File: config.mk
export PLATFORM = sky130hd
export DESIGN_NAME = dte_port_leads
export DESIGN_NICKNAME = d
export VERILOG_FILES = /design/src/verilog/dte_port_pkg.sv /design/src/verilog/dte_sync_edge.sv /design/src/verilog/dte_tod_clock.sv /design/src/verilog/dte_port_leads.sv
export VERILOG_INCLUDE_DIRS = /design/src /design/src/verilog
export SDC_FILE = /design/constraint.sdc
export NUM_CORES = 1
export LEC_CHECK = 0
export BUFFER_PORTS_ARGS = -buffer_cell sky130_fd_sc_hd__buf_2
export CAP_MARGIN = 15
export CORE_AREA = 2 2 247 127
export DETAILED_ROUTE_END_ITERATION = 8
export DIE_AREA = 0 0 249 129
export PLACE_DENSITY_LB_ADDON = 0.2
export SLEW_MARGIN = 30
export SYNTH_ARGS = -nofsm -noshare
export SYNTH_HDL_FRONTEND = slang
export SYNTH_SLANG_ARGS = --single-unit
File: constraint.sdc
create_clock -name clk_sys_i -period 2.24 [get_ports clk_sys_i]
set_input_delay 0.448 -clock clk_sys_i [delete_from_list [all_inputs] [get_ports clk_sys_i]]
set_output_delay 0.448 -clock clk_sys_i [all_outputs]
set_load 0.005 [all_outputs]
File: src/verilog/dte_port_regs.svh
// Register offsets, field positions, reset values and timing counts
`ifndef DTE_PORT_REGS_SVH
`define DTE_PORT_REGS_SVH

// ==========================================================
// Register offsets (byte addresses)
`define REG_LEAD_CFG 8'h00
`define REG_APPLY 8'h04
`define REG_STATUS 8'h08
`define REG_PROF_MODE 8'h0c
`define REG_PROF_TIME0 8'h10
`define REG_PROF_TIME1 8'h14
`define REG_TOD 8'h18
`define REG_MAN_PORT0 8'h20
`define REG_PROF0_PORT0 8'h30
`define REG_PROF1_PORT0 8'h40
`define REG_LAST 8'h4c

// ==========================================================
// Field positions
`define APPLY_BIT 0
`define PORT_EN_BIT 8
`define TIME_HH_LSB 16
`define TIME_MM_LSB 8
`define TIME_SS_LSB 0
`define PROF_MASTER_BIT 2

// ==========================================================
// Reset values and limits
`define LEAD_CFG_RST 7'h00
`define PROF_MODE_RST 2'h0
`define PORT_BLOCKS_RST 8'h01
`define BLOCKS_MIN 8'h01
`define BLOCKS_MAX 8'h8c

// ==========================================================
// Timing
`define CLK_SYS_HZ 32'h02faf080
`define CLK_PERIOD_NS 20
`define APPLY_HOLD_NS 320
`define APPLY_HOLD_CYC \
    ((`APPLY_HOLD_NS + `CLK_PERIOD_NS - 1) / `CLK_PERIOD_NS)
`define PORT_CLK_HALF_NS 80
`define PORT_CLK_HALF_CYC (`PORT_CLK_HALF_NS / `CLK_PERIOD_NS)
`define TOD_SEC_S 1
`define TOD_SEC_CYC (`TOD_SEC_S * `CLK_SYS_HZ)

`endif

File: src/verilog/dte_port_pkg.sv
// Types shared by the port lead and profile logic
package dte_port_pkg;

    // ==========================================================
    // Configuration types
    typedef enum logic [1:0] {DSR_FORCED, DSR_OUTAGE, DSR_TEST, DSR_BOTH}
        dsr_mode_t;
    typedef enum logic [1:0] {TXC_NORMAL, TXC_INVERT, TXC_EXTERNAL}
        txclk_t;
    typedef enum logic [1:0] {PM_TIMED, PM_FORCE0, PM_FORCE1, PM_OFF}
        prof_mode_t;
    typedef enum logic {ST_RUN, ST_HOLD} apply_st_t;

    typedef struct packed {
        txclk_t txclk;
        logic dcd_outage;
        dsr_mode_t dsr_mode;
        logic rdy_idle;
        logic cs_follow;
    } lead_cfg_t;

    typedef struct packed {
        logic enable;
        logic [7:0] blocks;
    } port_cfg_t;

    typedef struct packed {
        logic [4:0] hh;
        logic [5:0] mm;
        logic [5:0] ss;
    } tod_t;

    typedef struct packed {
        logic cts;
        logic dsr;
        logic dcd;
    } leads_t;

    // ==========================================================
    // Module state records
    typedef struct packed {
        logic [3:0] s1;
        logic [3:0] s2;
        logic [3:0] s3;
    } sync_st_t;

    typedef struct packed {
        logic [25:0] pre;
        tod_t tod;
        logic tick;
    } tod_st_t;

endpackage : dte_port_pkg

File: src/verilog/dte_sync_edge.sv
// Two-stage synchroniser with edge detection for the port pins
module dte_sync_edge (
    input wire logic clk_sys_i,
    input wire logic srst_i,
    input wire logic [3:0] pin_i,
    output logic [3:0] level_o,
    output logic [3:0] rise_o,
    output logic [3:0] fall_o
);

    dte_port_pkg::sync_st_t st;
    dte_port_pkg::sync_st_t next_st;

    // Shift chain; only s2 and s3 feed logic
    always_comb
    begin
        next_st.s1 = pin_i;
        next_st.s2 = st.s1;
        next_st.s3 = st.s2;
    end

    always_ff @(posedge clk_sys_i)
    begin
        if (srst_i)
            st <= '0;
        else
            st <= next_st;
    end

    assign level_o = st.s2;
    assign rise_o = st.s2 & ~st.s3;
    assign fall_o = ~st.s2 & st.s3;

endmodule : dte_sync_edge

File: src/verilog/dte_tod_clock.sv
// Time-of-day clock in hours, minutes and seconds
`include "dte_port_regs.svh"
module dte_tod_clock #(
    parameter int SEC_CYCLES = `TOD_SEC_CYC
) (
    input wire logic clk_sys_i,
    input wire logic srst_i,
    input wire logic load_i,
    input dte_port_pkg::tod_t load_val_i,
    output dte_port_pkg::tod_t tod_o,
    output logic tick_o
);

    dte_port_pkg::tod_st_t st;
    dte_port_pkg::tod_st_t next_st;

    // Prescaler and wrapping seconds/minutes/hours counter
    always_comb
    begin
        next_st = st;
        next_st.tick = 1'b0;
        if (load_i)
        begin
            next_st.pre = '0;
            next_st.tod = load_val_i;
        end
        else if (st.pre == 26'(SEC_CYCLES - 1))
        begin
            next_st.pre = '0;
            next_st.tick = 1'b1; // Stands with the new time value
            if (st.tod.ss < 6'h3b)
                next_st.tod.ss = st.tod.ss + 6'h01;
            else
            begin
                next_st.tod.ss = '0;
                if (st.tod.mm < 6'h3b)
                    next_st.tod.mm = st.tod.mm + 6'h01;
                else
                begin
                    next_st.tod.mm = '0;
                    if (st.tod.hh < 5'h17)
                        next_st.tod.hh = st.tod.hh + 5'h01;
                    else
                        next_st.tod.hh = '0;
                end
            end
        end
        else
            next_st.pre = st.pre + 26'h0000001;
    end

    always_ff @(posedge clk_sys_i)
    begin
        if (srst_i)
            st <= '0;
        else
            st <= next_st;
    end

    assign tod_o = st.tod;
    assign tick_o = st.tick;

endmodule : dte_tod_clock

File: src/verilog/dte_port_leads.sv
// Serial port lead control, settings apply and timed profiles
//
// Design decisions made here: the register offsets and the APB interface to the registers.
`include "dte_port_regs.svh"

module dte_port_leads #(
    parameter int SEC_CYCLES = `TOD_SEC_CYC
) (
    input wire logic clk_sys_i,
    input wire logic srst_i,
    input wire logic psel,
    input wire logic penable,
    input wire logic pwrite,
    input wire logic [7:0] paddr,
    input wire logic [31:0] pwdata,
    output logic [31:0] prdata,
    output logic pready,
    output logic pslverr,
    input wire logic request_to_send_lead_i,
    input wire logic terminal_ready_lead_i,
    input wire logic tx_clk_ext_i,
    input wire logic txd_i,
    input wire logic network_out_of_service_i,
    input wire logic network_out_of_frame_i,
    input wire logic test_active_i,
    input wire logic sync_ok_i,
    output logic clear_to_send_lead_o,
    output logic set_ready_lead_o,
    output logic carrier_detect_lead_o,
    output logic tx_clk_o,
    output logic txd_bit_o,
    output logic txd_valid_o,
    output logic port_traffic_o,
    output dte_port_pkg::port_cfg_t [3:0] port_cfg_o
);

    // ==========================================================
    // State record
    typedef struct packed {
        dte_port_pkg::apply_st_t fsm;
        logic [4:0] hold;
        dte_port_pkg::lead_cfg_t pend_lead;
        dte_port_pkg::lead_cfg_t cur_lead;
        dte_port_pkg::port_cfg_t [3:0] pend_port;
        dte_port_pkg::port_cfg_t [3:0] cur_port;
        dte_port_pkg::port_cfg_t [1:0][3:0] prof;
        dte_port_pkg::tod_t [1:0] prof_time;
        dte_port_pkg::prof_mode_t prof_mode;
        logic master;
        logic active_prof;
        logic prof_on;
        dte_port_pkg::port_cfg_t [3:0] eff_port;
        logic [2:0] div;
        logic int_clk;
        dte_port_pkg::leads_t leads;
        logic traffic;
        logic txd_bit;
        logic txd_valid;
        logic [31:0] rdata;
        logic err;
    } ctl_st_t;

    ctl_st_t st;
    ctl_st_t next_st;

    logic [3:0] pin_lvl;
    logic [3:0] pin_rise;
    logic [3:0] pin_fall;
    dte_port_pkg::tod_t tod;
    logic tod_tick;
    logic tod_load;
    logic bus_setup;
    logic bus_wr;
    logic apply_wr;
    logic outage;
    logic int_rise;
    logic int_fall;
    logic port_tick;
    logic sample_tick;

    // ==========================================================
    // Helper functions
    function automatic logic [7:0] clamp_blocks(input logic [7:0] b);
        if (b < `BLOCKS_MIN)
            return `BLOCKS_MIN;
        else if (b > `BLOCKS_MAX)
            return `BLOCKS_MAX;
        else
            return b;
    endfunction : clamp_blocks

    function automatic dte_port_pkg::port_cfg_t to_port(
        input logic [31:0] w);
        dte_port_pkg::port_cfg_t p;
        p.enable = w[`PORT_EN_BIT];
        p.blocks = clamp_blocks(w[7:0]);
        return p;
    endfunction : to_port

    function automatic logic [31:0] from_port(
        input dte_port_pkg::port_cfg_t p);
        return {23'h000000, p.enable, p.blocks};
    endfunction : from_port

    function automatic logic [31:0] from_time(input dte_port_pkg::tod_t t);
        return {11'h000, t.hh, 2'h0, t.mm, 2'h0, t.ss};
    endfunction : from_time

    function automatic dte_port_pkg::tod_t to_time(input logic [31:0] w);
        dte_port_pkg::tod_t t;
        t.hh = w[`TIME_HH_LSB +: 5];
        t.mm = w[`TIME_MM_LSB +: 6];
        t.ss = w[`TIME_SS_LSB +: 6];
        return t;
    endfunction : to_time

    function automatic logic addr_ok(input logic [7:0] a);
        return (a[1:0] == 2'h0) && (a <= `REG_LAST) && (a != 8'h1c);
    endfunction : addr_ok

    // ==========================================================
    // Pin synchroniser and time-of-day clock
    dte_sync_edge u_sync (
        .clk_sys_i(clk_sys_i),
        .srst_i(srst_i),
        .pin_i({txd_i, tx_clk_ext_i, terminal_ready_lead_i,
                request_to_send_lead_i}),
        .level_o(pin_lvl),
        .rise_o(pin_rise),
        .fall_o(pin_fall)
    );

    dte_tod_clock #(
        .SEC_CYCLES(SEC_CYCLES)
    ) u_tod (
        .clk_sys_i(clk_sys_i),
        .srst_i(srst_i),
        .load_i(tod_load),
        .load_val_i(to_time(pwdata)),
        .tod_o(tod),
        .tick_o(tod_tick)
    );

    // ==========================================================
    // Bus strobes and clock edges
    assign bus_setup = psel && !penable;
    assign bus_wr = psel && penable && pwrite && !st.err;
    assign apply_wr = bus_wr && (paddr == `REG_APPLY) &&
        pwdata[`APPLY_BIT];
    assign tod_load = bus_wr && (paddr == `REG_TOD);
    assign outage = network_out_of_service_i || network_out_of_frame_i;
    assign int_rise = (st.div == 3'(`PORT_CLK_HALF_CYC - 1)) && !st.int_clk;
    assign int_fall = (st.div == 3'(`PORT_CLK_HALF_CYC - 1)) && st.int_clk;
    // terminal clock drives leads and sampling only in external mode, else the internal clock
    assign port_tick = (st.cur_lead.txclk == dte_port_pkg::TXC_EXTERNAL) ?
        pin_rise[2] : int_rise;
    always_comb
    begin
        case (st.cur_lead.txclk)
            // inverted clock samples at the falling edge
            dte_port_pkg::TXC_INVERT: sample_tick = int_fall;
            dte_port_pkg::TXC_EXTERNAL: sample_tick = pin_rise[2];
            default: sample_tick = int_rise;
        endcase
    end

    // ==========================================================
    // Next-state logic
    always_comb
    begin
        next_st = st;
        // Internal transmit clock divider
        // device-generated transmit clock
        if (st.div == 3'(`PORT_CLK_HALF_CYC - 1))
        begin
            next_st.div = '0;
            next_st.int_clk = !st.int_clk;
        end
        else
            next_st.div = st.div + 3'h1;

        // Register writes
        if (bus_wr)
        begin
            case (paddr)
                `REG_LEAD_CFG: next_st.pend_lead =
                    dte_port_pkg::lead_cfg_t'(pwdata[6:0]);
                `REG_PROF_MODE:
                begin
                    next_st.prof_mode = dte_port_pkg::prof_mode_t'(pwdata[1:0]);
                    next_st.master = pwdata[`PROF_MASTER_BIT];
                end
                `REG_PROF_TIME0: next_st.prof_time[0] = to_time(pwdata);
                `REG_PROF_TIME1: next_st.prof_time[1] = to_time(pwdata);
                default:
                begin
                    if (paddr[7:4] == 4'h2)
                        next_st.pend_port[paddr[3:2]] = to_port(pwdata);
                    else if (paddr[7:4] == 4'h3)
                        next_st.prof[0][paddr[3:2]] = to_port(pwdata);
                    else if (paddr[7:4] == 4'h4)
                        next_st.prof[1][paddr[3:2]] = to_port(pwdata);
                end
            endcase
        end

        // Apply sequence with a short pause on all ports
        case (st.fsm)
            dte_port_pkg::ST_RUN:
            begin
                // pending settings go live at once
                if (apply_wr)
                begin
                    next_st.cur_lead = st.pend_lead;
                    next_st.cur_port = st.pend_port;
                    next_st.fsm = dte_port_pkg::ST_HOLD;
                    next_st.hold = 5'(`APPLY_HOLD_CYC - 1);
                end
            end
            dte_port_pkg::ST_HOLD:
            begin
                if (st.hold == 5'h00)
                    next_st.fsm = dte_port_pkg::ST_RUN;
                else
                    next_st.hold = st.hold - 5'h01;
            end
            default: next_st.fsm = dte_port_pkg::ST_RUN;
        endcase

        // Profile selection
        // profiles need master auto-configuration
        if (!st.master)
            next_st.prof_on = 1'b0;
        else
        begin
            case (st.prof_mode)
                dte_port_pkg::PM_FORCE0:
                begin
                    next_st.prof_on = 1'b1;
                    next_st.active_prof = 1'b0;
                end
                dte_port_pkg::PM_FORCE1:
                begin
                    next_st.prof_on = 1'b1;
                    next_st.active_prof = 1'b1;
                end
                dte_port_pkg::PM_TIMED:
                begin
                    // switch when time of day matches
                    if (tod_tick && (tod == st.prof_time[0]))
                    begin
                        next_st.prof_on = 1'b1;
                        next_st.active_prof = 1'b0;
                    end
                    else if (tod_tick && (tod == st.prof_time[1]))
                    begin
                        next_st.prof_on = 1'b1;
                        next_st.active_prof = 1'b1;
                    end
                end
                default: next_st.prof_on = 1'b0;
            endcase
        end
        // active profile governs the four ports
        next_st.eff_port = st.prof_on ? st.prof[st.active_prof] :
            st.cur_port;

        // Traffic gate
        // terminal-ready honoured only in idle mode
        next_st.traffic = (st.fsm == dte_port_pkg::ST_RUN) &&
            (!st.cur_lead.rdy_idle || pin_lvl[1]);
        next_st.txd_valid = sample_tick && st.traffic;
        if (sample_tick)
            next_st.txd_bit = pin_lvl[3];

        // Lead update on each port clock
        // leads refresh at the port clock edge
        if (port_tick)
        begin
            next_st.leads.cts = st.cur_lead.cs_follow ? pin_lvl[0] :
                sync_ok_i;
            case (st.cur_lead.dsr_mode)
                dte_port_pkg::DSR_OUTAGE: next_st.leads.dsr = !outage;
                dte_port_pkg::DSR_TEST: next_st.leads.dsr = !test_active_i;
                dte_port_pkg::DSR_BOTH:
                    next_st.leads.dsr = !(outage || test_active_i);
                default: next_st.leads.dsr = 1'b1;
            endcase
            next_st.leads.dcd = st.cur_lead.dcd_outage ? !outage : 1'b1;
        end

        // Read data and error captured in the setup cycle
        if (bus_setup)
        begin
            next_st.err = !addr_ok(paddr);
            next_st.rdata = '0;
            case (paddr)
                `REG_LEAD_CFG: next_st.rdata = {25'h0000000, st.pend_lead};
                `REG_STATUS: next_st.rdata = {20'h00000, pin_lvl[0],
                    pin_lvl[1], sync_ok_i, test_active_i, outage,
                    st.fsm == dte_port_pkg::ST_HOLD, st.prof_on,
                    st.active_prof, st.traffic, st.leads.dcd,
                    st.leads.dsr, st.leads.cts};
                `REG_PROF_MODE: next_st.rdata = {29'h00000000, st.master,
                    st.prof_mode};
                `REG_PROF_TIME0: next_st.rdata = from_time(st.prof_time[0]);
                `REG_PROF_TIME1: next_st.rdata = from_time(st.prof_time[1]);
                `REG_TOD: next_st.rdata = from_time(tod);
                default:
                begin
                    if (paddr[7:4] == 4'h2)
                        next_st.rdata = from_port(st.pend_port[paddr[3:2]]);
                    else if (paddr[7:4] == 4'h3)
                        next_st.rdata = from_port(st.prof[0][paddr[3:2]]);
                    else if (paddr[7:4] == 4'h4)
                        next_st.rdata = from_port(st.prof[1][paddr[3:2]]);
                end
            endcase
        end
    end

    // ==========================================================
    // State register
    always_ff @(posedge clk_sys_i)
    begin
        if (srst_i)
        begin
            st <= '0;
            st.pend_lead <= `LEAD_CFG_RST;
            st.cur_lead <= `LEAD_CFG_RST;
            st.prof_mode <= dte_port_pkg::prof_mode_t'(`PROF_MODE_RST);
            for (int i = 0; i < 4; i++)
            begin
                st.pend_port[i].blocks <= `PORT_BLOCKS_RST;
                st.cur_port[i].blocks <= `PORT_BLOCKS_RST;
                st.eff_port[i].blocks <= `PORT_BLOCKS_RST;
                st.prof[0][i].blocks <= `PORT_BLOCKS_RST;
                st.prof[1][i].blocks <= `PORT_BLOCKS_RST;
            end
        end
        else
            st <= next_st;
    end

    // ==========================================================
    // Outputs
    assign pready = 1'b1; // Zero-wait slave
    assign pslverr = psel && penable && st.err;
    assign prdata = st.rdata;
    assign clear_to_send_lead_o = st.leads.cts;
    assign set_ready_lead_o = st.leads.dsr;
    assign carrier_detect_lead_o = st.leads.dcd;
    assign tx_clk_o = st.int_clk;
    assign txd_bit_o = st.txd_bit;
    assign txd_valid_o = st.txd_valid;
    assign port_traffic_o = st.traffic;
    assign port_cfg_o = st.eff_port;
endmodule : dte_port_leads

==> impl_metrics.py, run 1 <==
metrics = {
    "status": {
        "status": "completed",
    },
    "timing": {
        "max_freq_mhz": 453.7,
        "setup_ws_ns": 0.03592,
        "drv_slew": 0,
        "tightest_slew_ns": 0.9009,
        "min_period_ns": 2.204,
        "rsz0062_at_grt": "true",
        "setup_viol_count_final": 0,
        "hold_viol_final": 0,
        "fin_skew_ns": 0.01422,
        "max_slew_margin": 0.3982,
        "post-route-period-util": 0.9840,
    },
    "detailed_routing": {
        "dr_total_vias": 13090,
        "drc": 0,
        "drt_pass1_iterations": 5,
        "vias_per_cell": 5.914,
        "wire_per_inst_um": 20.69,
        "wl_um": 45800,
        "detail-route-antenna-nets": 0,
        "first_iter_violations": 1846,
    },
    "cells_and_area": {
        "syn_to_final_growth_pct": 15.65,
        "num-fill-cells": 2650,
        "final_cell_area_um2": 17120,
        "layout_common_cells": "317 x dfxtp_1, 196 x nand2_1, 154 x nor2_1",
        "final_util": 0.5726,
        "layout_commonest_cell": "dfxtp_1",
        "layout-drive-gt1-share": 0.1875,
        "seqCellArea_um2": 6452,
        "layout.nets": 1854,
        "multiInputGateArea_um2": 7406,
    },
    "worst_setup_path": {
        "max_stage_delay_ns": 0.51,
        "end_kind": "register",
        "crit_path_cell_trace": "ha_4 > nand4_4 > or4_4 > or3_4 > or3_1 > a311oi_1",
        "cp_max_fo": 3,
        "cp.arrival_ns": 2.68,
        "path_buf_inv": 0,
        "start_kind": "register",
        "path_delay_family": "simple AND/OR/NAND/NOR gates",
        "critical_path_required_ns": 2.72,
        "path_class": "reg -> reg",
        "slowest_stage": "or4_4",
    },
    "cts": {
        "numCtsBuffers": 29,
        "cts_hold_buf": 0,
        "clk_latency_ns": 0.57,
        "clk_path_buf_depth": 3,
        "cts_root_buf": "clkbuf_16",
        "cts.clk_slew.worst_paths_ns": 0.07,
        "cts-htree-levels": 1,
        "clock-sinks": 322,
        "post-cts-setup-buffers": 0,
        "cts_tree": "done",
    },
    "synthesis": {
        "synth_edf_count": 0,
        "netlist_area_um2": 14800,
        "synth_seq_cells": 322,
        "synth.avg_cell_area_um2": 8.626,
        "ys_types": 59,
        "syn_inst": 1716,
        "async_flop_share": 0,
        "ys_seq_area_frac": 0.4355,
        "ys_warn_count": 0,
        "synthFlopType": "dfxtp_1",
    },
    "place": {
        "place.gp.congestion": 0.9210,
        "dp_hpwl_um": 32980,
        "dp_slack_ns": -0.1781,
        "io_buffers": 102,
        "dpl_cell_area_um2": 16100,
    },
    "global_routing": {
        "grt_use_total": 0.2796,
        "grt_overflow": 0,
        "grt_pass1_wl_um": 69850,
        "antenna_found_initial": 1,
        "grt_max_degree": 126,
        "first_global_vias": 11690,
    },
    "run": {
        "drv_cap": 0,
    },
    "min_path": {
        "min_path_type": "in -> reg",
    },
    "pwr": {
        "leakagePower_uw": 0.006242,
        "p_per_area_nw_per_um2": 672.3,
        "ir_drop_mv": 0.4904,
    },
    "floorplan": {
        "start_util": 0.4951,
        "coreArea_um2": 29900,
        "ios": 130,
        "rows": 45,
        "die_h_um": 129,
        "dieArea_um2": 32120,
        "die_w_um": 249,
    },
}
flip-flops by register name, indices dropped and copies added (netlist names):
| register | count |
|---|---|
| u_sync.next_st | 4 |
| u_tod.tick_o | 1 |
| st | 207 |
| tx_clk_o | 1 |
| port_cfg_o | 36 |
| carrier_detect_lead_o | 1 |
| set_ready_lead_o | 1 |
| clear_to_send_lead_o | 1 |
| txd_valid_o | 1 |
| txd_bit_o | 1 |
| u_tod.st | 26 |
| u_sync.st | 1 |
| prdata | 19 |
| u_sync.level_o | 4 |
| u_tod.tod_o | 17 |
| port_traffic_o | 1 |
synth_stat cells, types with 3 or more instances:
cell type,n,area (um2)
xnor2_1,42,367.9
a211oi_1,39,292.8
o22ai_1,7,43.79
and3_1,12,75.07
nand2b_1,10,62.56
nand3_1,91,455.4
a32oi_1,6,52.55
nand3b_1,78,585.6
nor4_1,12,75.07
nand2_1,196,735.7
or3_1,5,31.28
nor2b_1,14,87.58
nor4b_1,4,35.03
buf_4,69,518.0
inv_1,16,60.06
xor2_1,20,175.2
dfxtp_1,322,6446
a22o_1,6,52.55
a21oi_1,117,585.6
or2_2,6,37.54
mux2i_1,68,680.7
buf_2,10,50.05
mux4_2,27,608.1
a311oi_1,8,70.07
clkbuf_1,116,435.4
o211ai_1,6,45.04
o21ai_0,130,650.6
nand4b_1,3,26.28
ha_1,9,112.6
and4b_1,3,30.03
nor3b_1,6,45.04
buf_1,8,30.03
nor3_1,27,135.1
a22oi_1,22,165.2
and2_1,4,25.02
nand4_1,14,87.58
nor2_1,154,578.1
path summary, 6_finish.rpt:
path | cells after the start | start | endpoint | slack [ns]
worst max register to register | 6 | u_tod.st[18]$_SDFF_PP0_ | u_tod.tod_o[6]$_SDFFE_PP0P_ | 0.04
worst min-delay path | 2 | txd_i | u_sync.next_st[7]$_SDFF_PP0_ | 0.09
worst min register to register | 1 | st[40]$_SDFF_PP0_ | st[40]$_SDFF_PP0_ | 0.44
worst max-delay path | 6 | u_tod.st[18]$_SDFF_PP0_ | u_tod.tod_o[6]$_SDFFE_PP0P_ | 0.04
power breakdown:
group	total, uW	switching [uW]	internal (uW)	leakage, uW
registers	5790	31.9	5760	0.00260
logic	595	376	219	0.00317
clock network	5120	2260	2860	0.000467
total	11500	2670	8840	0.00624
routing by layer:
metal,vias to the layer above,global-route usage,routed length [um]
met5,-,0,0
met4,0,0.04492,536
met3,47,0.06777,5017
met2,601,0.3706,17610
met1,6359,0.4507,22640
li1,6080,-,-
logic make-up (layout without fill, tap and decap cells):
family / after synthesis / count (layout) / synth area share
xor gates and xnor gates: 62 / 62 / 0.03668
muxes: 96 / 96 / 0.08782
adders and majority gates: 9 / 9 / 0.007607
buffers and inverters: 221 / 306 / 0.07447
and+or+nand+nor: 649 / 649 / 0.2171
DFF: 322 / 322 / 0.4355
other: 2 / 15 / 0.0005073
AOI/OAI and AO/OA: 355 / 355 / 0.1403
through the flow:
step                      setup TNS (ns)  hold WS [ns]  total power, uW  instances
after floorplan                        0        0.4043             6250       1728
after global placement            -9.661        0.4139             6493       2160
after detailed placement          -12.88        0.4278             6502       2160
after CTS                              0       0.07757            11560       2212
after global routing            -0.01248       0.08049            11850       2213
final                                  0       0.08761            11510       2213
final cells by class:
class | count | area share
inverters | 17 | 0.003727
clock buffers | 38 | 0.04670
flip-flops and latches | 322 | 0.3769
diodes | 1 | 0.0001462
multi-input cells | 1185 | 0.4326
repair buffers | 237 | 0.1017
well taps | 399 | 0.02916
clock inverters | 14 | 0.009135
repair_timing:
| item | 4_1_cts | 5_1_grt |
|---|---|---|
| pin swaps | 1 | 5 |
| cloned | 0 | 0 |
| gates resized for setup | 4 | 9 |
| setup endpoints to repair | 10 | 11 |
(Power assumes the default switching activity.)
==> run 2: changes to the inputs <==
- BUFFER_PORTS_ARGS: -buffer_cell sky130_fd_sc_hd__buf_2 -> -buffer_cell sky130_fd_sc_hd__clkbuf_2
- CORE_AREA: 2 2 247 127 -> 2 2 299 153
- DIE_AREA: 0 0 249 129 -> 0 0 301 155
- SYNTH_HIERARCHICAL: not set -> 1
==> impl_metrics.py, run 2 <==
metrics = {
    "cts": {
        "cts.clk_slew.worst_paths_ns": 0.06,
        "cts-htree-levels": 1,
        "cts_tree": "done",
        "cts_hold_buf": 0,
        "numCtsBuffers": 31,
        "cts_root_buf": "clkbuf_16",
        "clock-sinks": 322,
        "post-cts-setup-buffers": 0,
        "clk_path_buf_depth": 3,
        "clk_latency_ns": 0.57,
    },
    "global_routing": {
        "grt_overflow": 0,
        "grt_max_degree": 136,
        "grt_use_total": 0.2027,
        "first_global_vias": 11450,
        "grt_pass1_wl_um": 72350,
        "antenna_found_initial": 0,
    },
    "cells_and_area": {
        "seqCellArea_um2": 6449,
        "layout-drive-gt1-share": 0.1954,
        "largest-register": "st",
        "layout_common_cells": "320 x dfxtp_1, 239 x nor2_1, 170 x nand2_1, 170 x mux2i_1",
        "final_util": 0.3948,
        "multiInputGateArea_um2": 7584,
        "layout.nets": 1789,
        "num-fill-cells": 4457,
        "syn_to_final_growth_pct": 15.98,
        "n_antenna_cell": 0,
        "layout_commonest_cell": "dfxtp_1",
        "largest_reg_flops": 207,
    },
    "floorplan": {
        "die_w_um": 301,
        "start_util": 0.3404,
        "coreArea_um2": 44390,
        "rows": 55,
        "ios": 130,
        "dieArea_um2": 46660,
        "die_h_um": 155,
    },
    "run": {
        "drv_cap": 0,
    },
    "worst_setup_path": {
        "slowest_stage": "dfxtp_1",
        "path_buf_inv": 0,
        "crit_path_cell_trace": "xor2_1 > nor4_1 > nand3_1 > o211ai_1 > nor4b_1",
        "end_kind": "register",
        "path_class": "reg -> reg",
        "critical_path_required_ns": 2.70,
        "start_kind": "register",
        "cp.arrival_ns": 2.62,
        "max_stage_delay_ns": 0.54,
        "cp_max_fo": 8,
        "path_delay_family": "simple AND/OR/NAND/NOR gates",
    },
    "detailed_routing": {
        "wl_um": 47560,
        "wire_per_inst_um": 20.26,
        "dr_total_vias": 12170,
        "drc": 0,
        "first_iter_violations": 1030,
        "vias_per_cell": 5.184,
        "detail-route-antenna-nets": 0,
        "drt_pass1_iterations": 5,
    },
    "timing": {
        "tightest_slew_ns": 0.6816,
        "drv_slew": 0,
        "fin_skew_ns": 0.01175,
        "hold_viol_final": 0,
        "setup_viol_count_final": 0,
        "min_period_ns": 2.159,
        "max_freq_mhz": 463.2,
        "max_slew_margin": 0.5456,
        "post-route-period-util": 0.9639,
        "setup_ws_ns": 0.08088,
    },
    "place": {
        "io_buffers": 102,
        "place.gp.congestion": 0.9165,
        "dp_hpwl_um": 34880,
        "dp_slack_ns": -0.3009,
    },
    "pwr": {
        "design_power_total_uw": 11690,
        "p_per_area_nw_per_um2": 667.1,
        "leakagePower_uw": 0.007184,
        "ir_drop_mv": 0.5970,
    },
    "min_path": {
        "min_path_type": "in -> reg",
    },
    "synthesis": {
        "syn_inst": 1657,
        "synth.avg_cell_area_um2": 9.118,
        "ys_warn_count": 6,
        "netlist_area_um2": 15110,
    },
    "status": {
        "status": "completed",
    },
}
-- run 2: layout make-up --
type                    instances  area share
clock buffers                  46     0.05149
inverters                      19    0.004070
clock inverters                10    0.005855
multi-input cells            1132      0.4328
well taps                     598     0.04270
repair buffers                221     0.09504
flip-flops and latches        322      0.3680
-- run 2: per-stage QoR --
| stage | setup TNS (ns) | hold WS [ns] | instances | area [um2] |
|---|---|---|---|---|
| 5_1_grt | -0.0007554 | 0.06868 | 2348 | 17520 |
| 3_5_place_dp | -4.339 | 0.4216 | 2292 | 16500 |
| 2_1_floorplan | 0 | 0.4043 | 1669 | 15150 |
| 3_3_place_gp | -5.046 | 0.4123 | 2292 | 16500 |
| 4_1_cts | 0 | 0.06930 | 2348 | 17500 |
| 6_report | 0 | 0.09574 | 2348 | 17520 |
-- run 2: path summary, 6_finish.rpt --
kind | endpoint | start | cells after the start | slack (ns)
setup reg to reg | st[80]$_SDFFE_PP0P_ | u_tod/tod_o[3]$_SDFFE_PP0P_ | 5 | 0.08
hold / removal | u_sync/next_st[7]$_SDFF_PP0_ | txd_i | 2 | 0.1
setup / recovery | st[80]$_SDFFE_PP0P_ | u_tod/tod_o[3]$_SDFFE_PP0P_ | 5 | 0.08
hold reg to reg | st[40]$_SDFF_PP0_ | st[40]$_SDFF_PP0_ | 1 | 0.43
-- run 2: layer usage --
metal  wire length [um]  track usage  part of all wire
met5                  0            0                 0
met4                544      0.02890             0.011
met3               3607      0.04497             0.076
met2              18300       0.2739              0.38
met1              25110       0.3251              0.53
-- run 2: repair_timing --
action                                  in CTS  in global routing
resized for setup                            0                  3
endpoints found under the setup margin       0                  1
endpoints found under the hold margin        0                  0
-- run 2: power breakdown --
group	internal, uW	switching, uW
registers	5770	39.5
clock network	3000	2260
logic	221	408
total	8990	2700
==> run 3: changes to the inputs <==
- CORE_AREA: 2 2 299 153 -> 2 2 237 192
- DIE_AREA: 0 0 301 155 -> 0 0 239 194
==> impl_metrics.py, run 3 (synthesis results as in run 2) <==
metrics = {
    "floorplan": {
        "dieArea_um2": 46370,
        "start_util": 0.3431,
        "die_h_um": 194,
        "rows": 69,
        "ios": 130,
        "coreArea_um2": 44030,
        "die_w_um": 239,
    },
    "cells_and_area": {
        "layout-drive-gt1-share": 0.2130,
        "layout_commonest_cell": "dfxtp_1",
        "largest_reg_flops": 207,
        "largest-register": "st",
        "n_antenna_cell": 0,
        "syn_to_final_growth_pct": 18.64,
        "layout_common_cells": "320 x dfxtp_1, 239 x nor2_1, 170 x nand2_1, 170 x mux2i_1, 130 x buf_4",
        "layout.nets": 1825,
        "num-fill-cells": 4390,
    },
    "worst_setup_path": {
        "cp_max_fo": 7,
        "critical_path_required_ns": 2.68,
        "rr_worst_depth": 5,
        "cp.arrival_ns": 2.58,
        "rr_startpoint": "u_tod/st[30]$_SDFF_PP0_",
        "regToRegEndpoint": "u_tod/tod_o[4]$_SDFFE_PP0P_",
        "slowest_stage": "or4_1",
        "crit_path_cell_trace": "and4_1 > nand2_1 > or3_4 > or4_1 > a311oi_2",
        "path_buf_inv": 0,
        "path_delay_family": "simple AND/OR/NAND/NOR gates",
        "start_kind": "register",
        "path_class": "reg -> reg",
        "end_kind": "register",
        "r2r_slack_ns": 0.1,
        "max_stage_delay_ns": 0.50,
    },
    "cts": {
        "cts_tree": "done",
        "cts-htree-levels": 2,
        "cts_root_buf": "clkbuf_16",
        "cts.clk_slew.worst_paths_ns": 0.06,
        "numCtsBuffers": 38,
        "cts_hold_buf": 0,
        "clk_latency_ns": 0.55,
        "clock-sinks": 322,
        "clk_path_buf_depth": 3,
    },
    "detailed_routing": {
        "drc": 0,
        "drt_pass1_iterations": 5,
        "first_iter_violations": 983,
        "wire_per_inst_um": 20.14,
        "detail-route-antenna-nets": 0,
        "dr_total_vias": 12300,
        "wl_um": 47470,
        "vias_per_cell": 5.219,
    },
    "pwr": {
        "p_per_area_nw_per_um2": 707.9,
        "design_power_total_uw": 12690,
        "ir_drop_mv": 0.4366,
        "leakagePower_uw": 0.007458,
    },
    "status": {
        "status": "completed",
    },
    "timing": {
        "min_period_ns": 2.140,
        "max_slew_margin": 0.5605,
        "fin_skew_ns": 0.01995,
        "setup_tns_ns": 0,
        "setup_viol_count_final": 0,
        "rsz0062_at_grt": "false",
        "hold_viol_final": 0,
        "drv_slew": 0,
        "max_freq_mhz": 467.3,
        "tightest_slew_ns": 0.6553,
        "post-route-period-util": 0.9554,
    },
    "run": {
        "drv_cap": 0,
    },
    "min_path": {
        "min_path_type": "in -> reg",
        "hold_depth": 2,
        "min_to": "u_sync/next_st[5]$_SDFF_PP0_",
        "hold_start": "terminal_ready_lead_i",
    },
    "place": {
        "io_buffers": 102,
        "place.gp.congestion": 0.8769,
        "dp_hpwl_um": 33830,
    },
    "global_routing": {
        "first_global_vias": 11690,
        "grt_use_total": 0.2040,
        "antenna_found_initial": 3,
        "grt_pass1_wl_um": 72320,
        "grt_max_degree": 96,
        "grt_overflow": 0,
    },
}
[run 3: changes by cell type in the layout (fill, tap and decap cells not counted), sizes merged]
cell and change:
bufinv +1, clkinvlp -1, clkinv +3, buf +29, clkbuf +7
[run 3: layout make-up]
cell class                 instances  area, um2  area share
clock buffer                      53       1087     0.06066
clock inverter                    13      151.4    0.008446
inverter                          19      71.32    0.003979
multi-input combinational       1132       7585      0.4231
sequential                       322       6449      0.3598
tap                              568      710.7     0.03965
timing repair buffer             250       1871      0.1044
[run 3: how the worst max path moves through the flow]
stage	startpoint	to	slack, ns	depth (start not counted)
after floorplan	paddr[3]	prdata[6]$_SDFFE_PP0P_	0.07	7
after global placement	paddr[6]	prdata[2]$_SDFFE_PP0P_	-0.12	6
after detailed placement	paddr[7]	prdata[2]$_SDFFE_PP0P_	-0.16	6
after CTS	u_tod/st[18]$_SDFF_PP0_	u_tod/tod_o[9]$_SDFFE_PP0P_	0.02	6
after global routing	u_tod/st[30]$_SDFF_PP0_	u_tod/tod_o[4]$_SDFFE_PP0P_	0.0006	5
final	u_tod/st[30]$_SDFF_PP0_	u_tod/tod_o[4]$_SDFFE_PP0P_	0.1	5
[run 3: report_power, final]
part | switching [uW] | total, uW | internal, uW
logic | 414 | 654 | 241
clock network | 2500 | 6230 | 3730
registers | 38.0 | 5810 | 5770
[run 3: per-layer routing]
| metal | up-vias | wire, um | global-route usage |
|---|---|---|---|
| li1 | 5918 | - | - |
| met1 | 5980 | 23730 | 0.3086 |
| met2 | 342 | 19790 | 0.2920 |
| met3 | 61 | 3026 | 0.04271 |
| met4 | 0 | 928 | 0.05000 |
| met5 | - | 0 | 0 |
[run 3: metrics by stage]
step,cells,worst slack [ns],utilization,hold WS (ns),cell area [um2]
global route,2357,0.0006362,0.4071,0.08786,17920
finish,2357,0.09987,0.4071,0.1031,17920
floorplan,1669,0.07019,-,0.4043,15150
CTS,2357,0.01750,0.4067,0.07309,17900
detailed placement,2291,-0.1597,0.3785,0.4197,16670
global placement,2291,-0.1163,0.3785,0.4129,16670
[run 3: what timing repair did]
action,in CTS,in global routing
buffers inserted,0,0
gates resized for setup,0,4
hold endpoints to repair,0,0
endpoints found under the setup margin,0,6
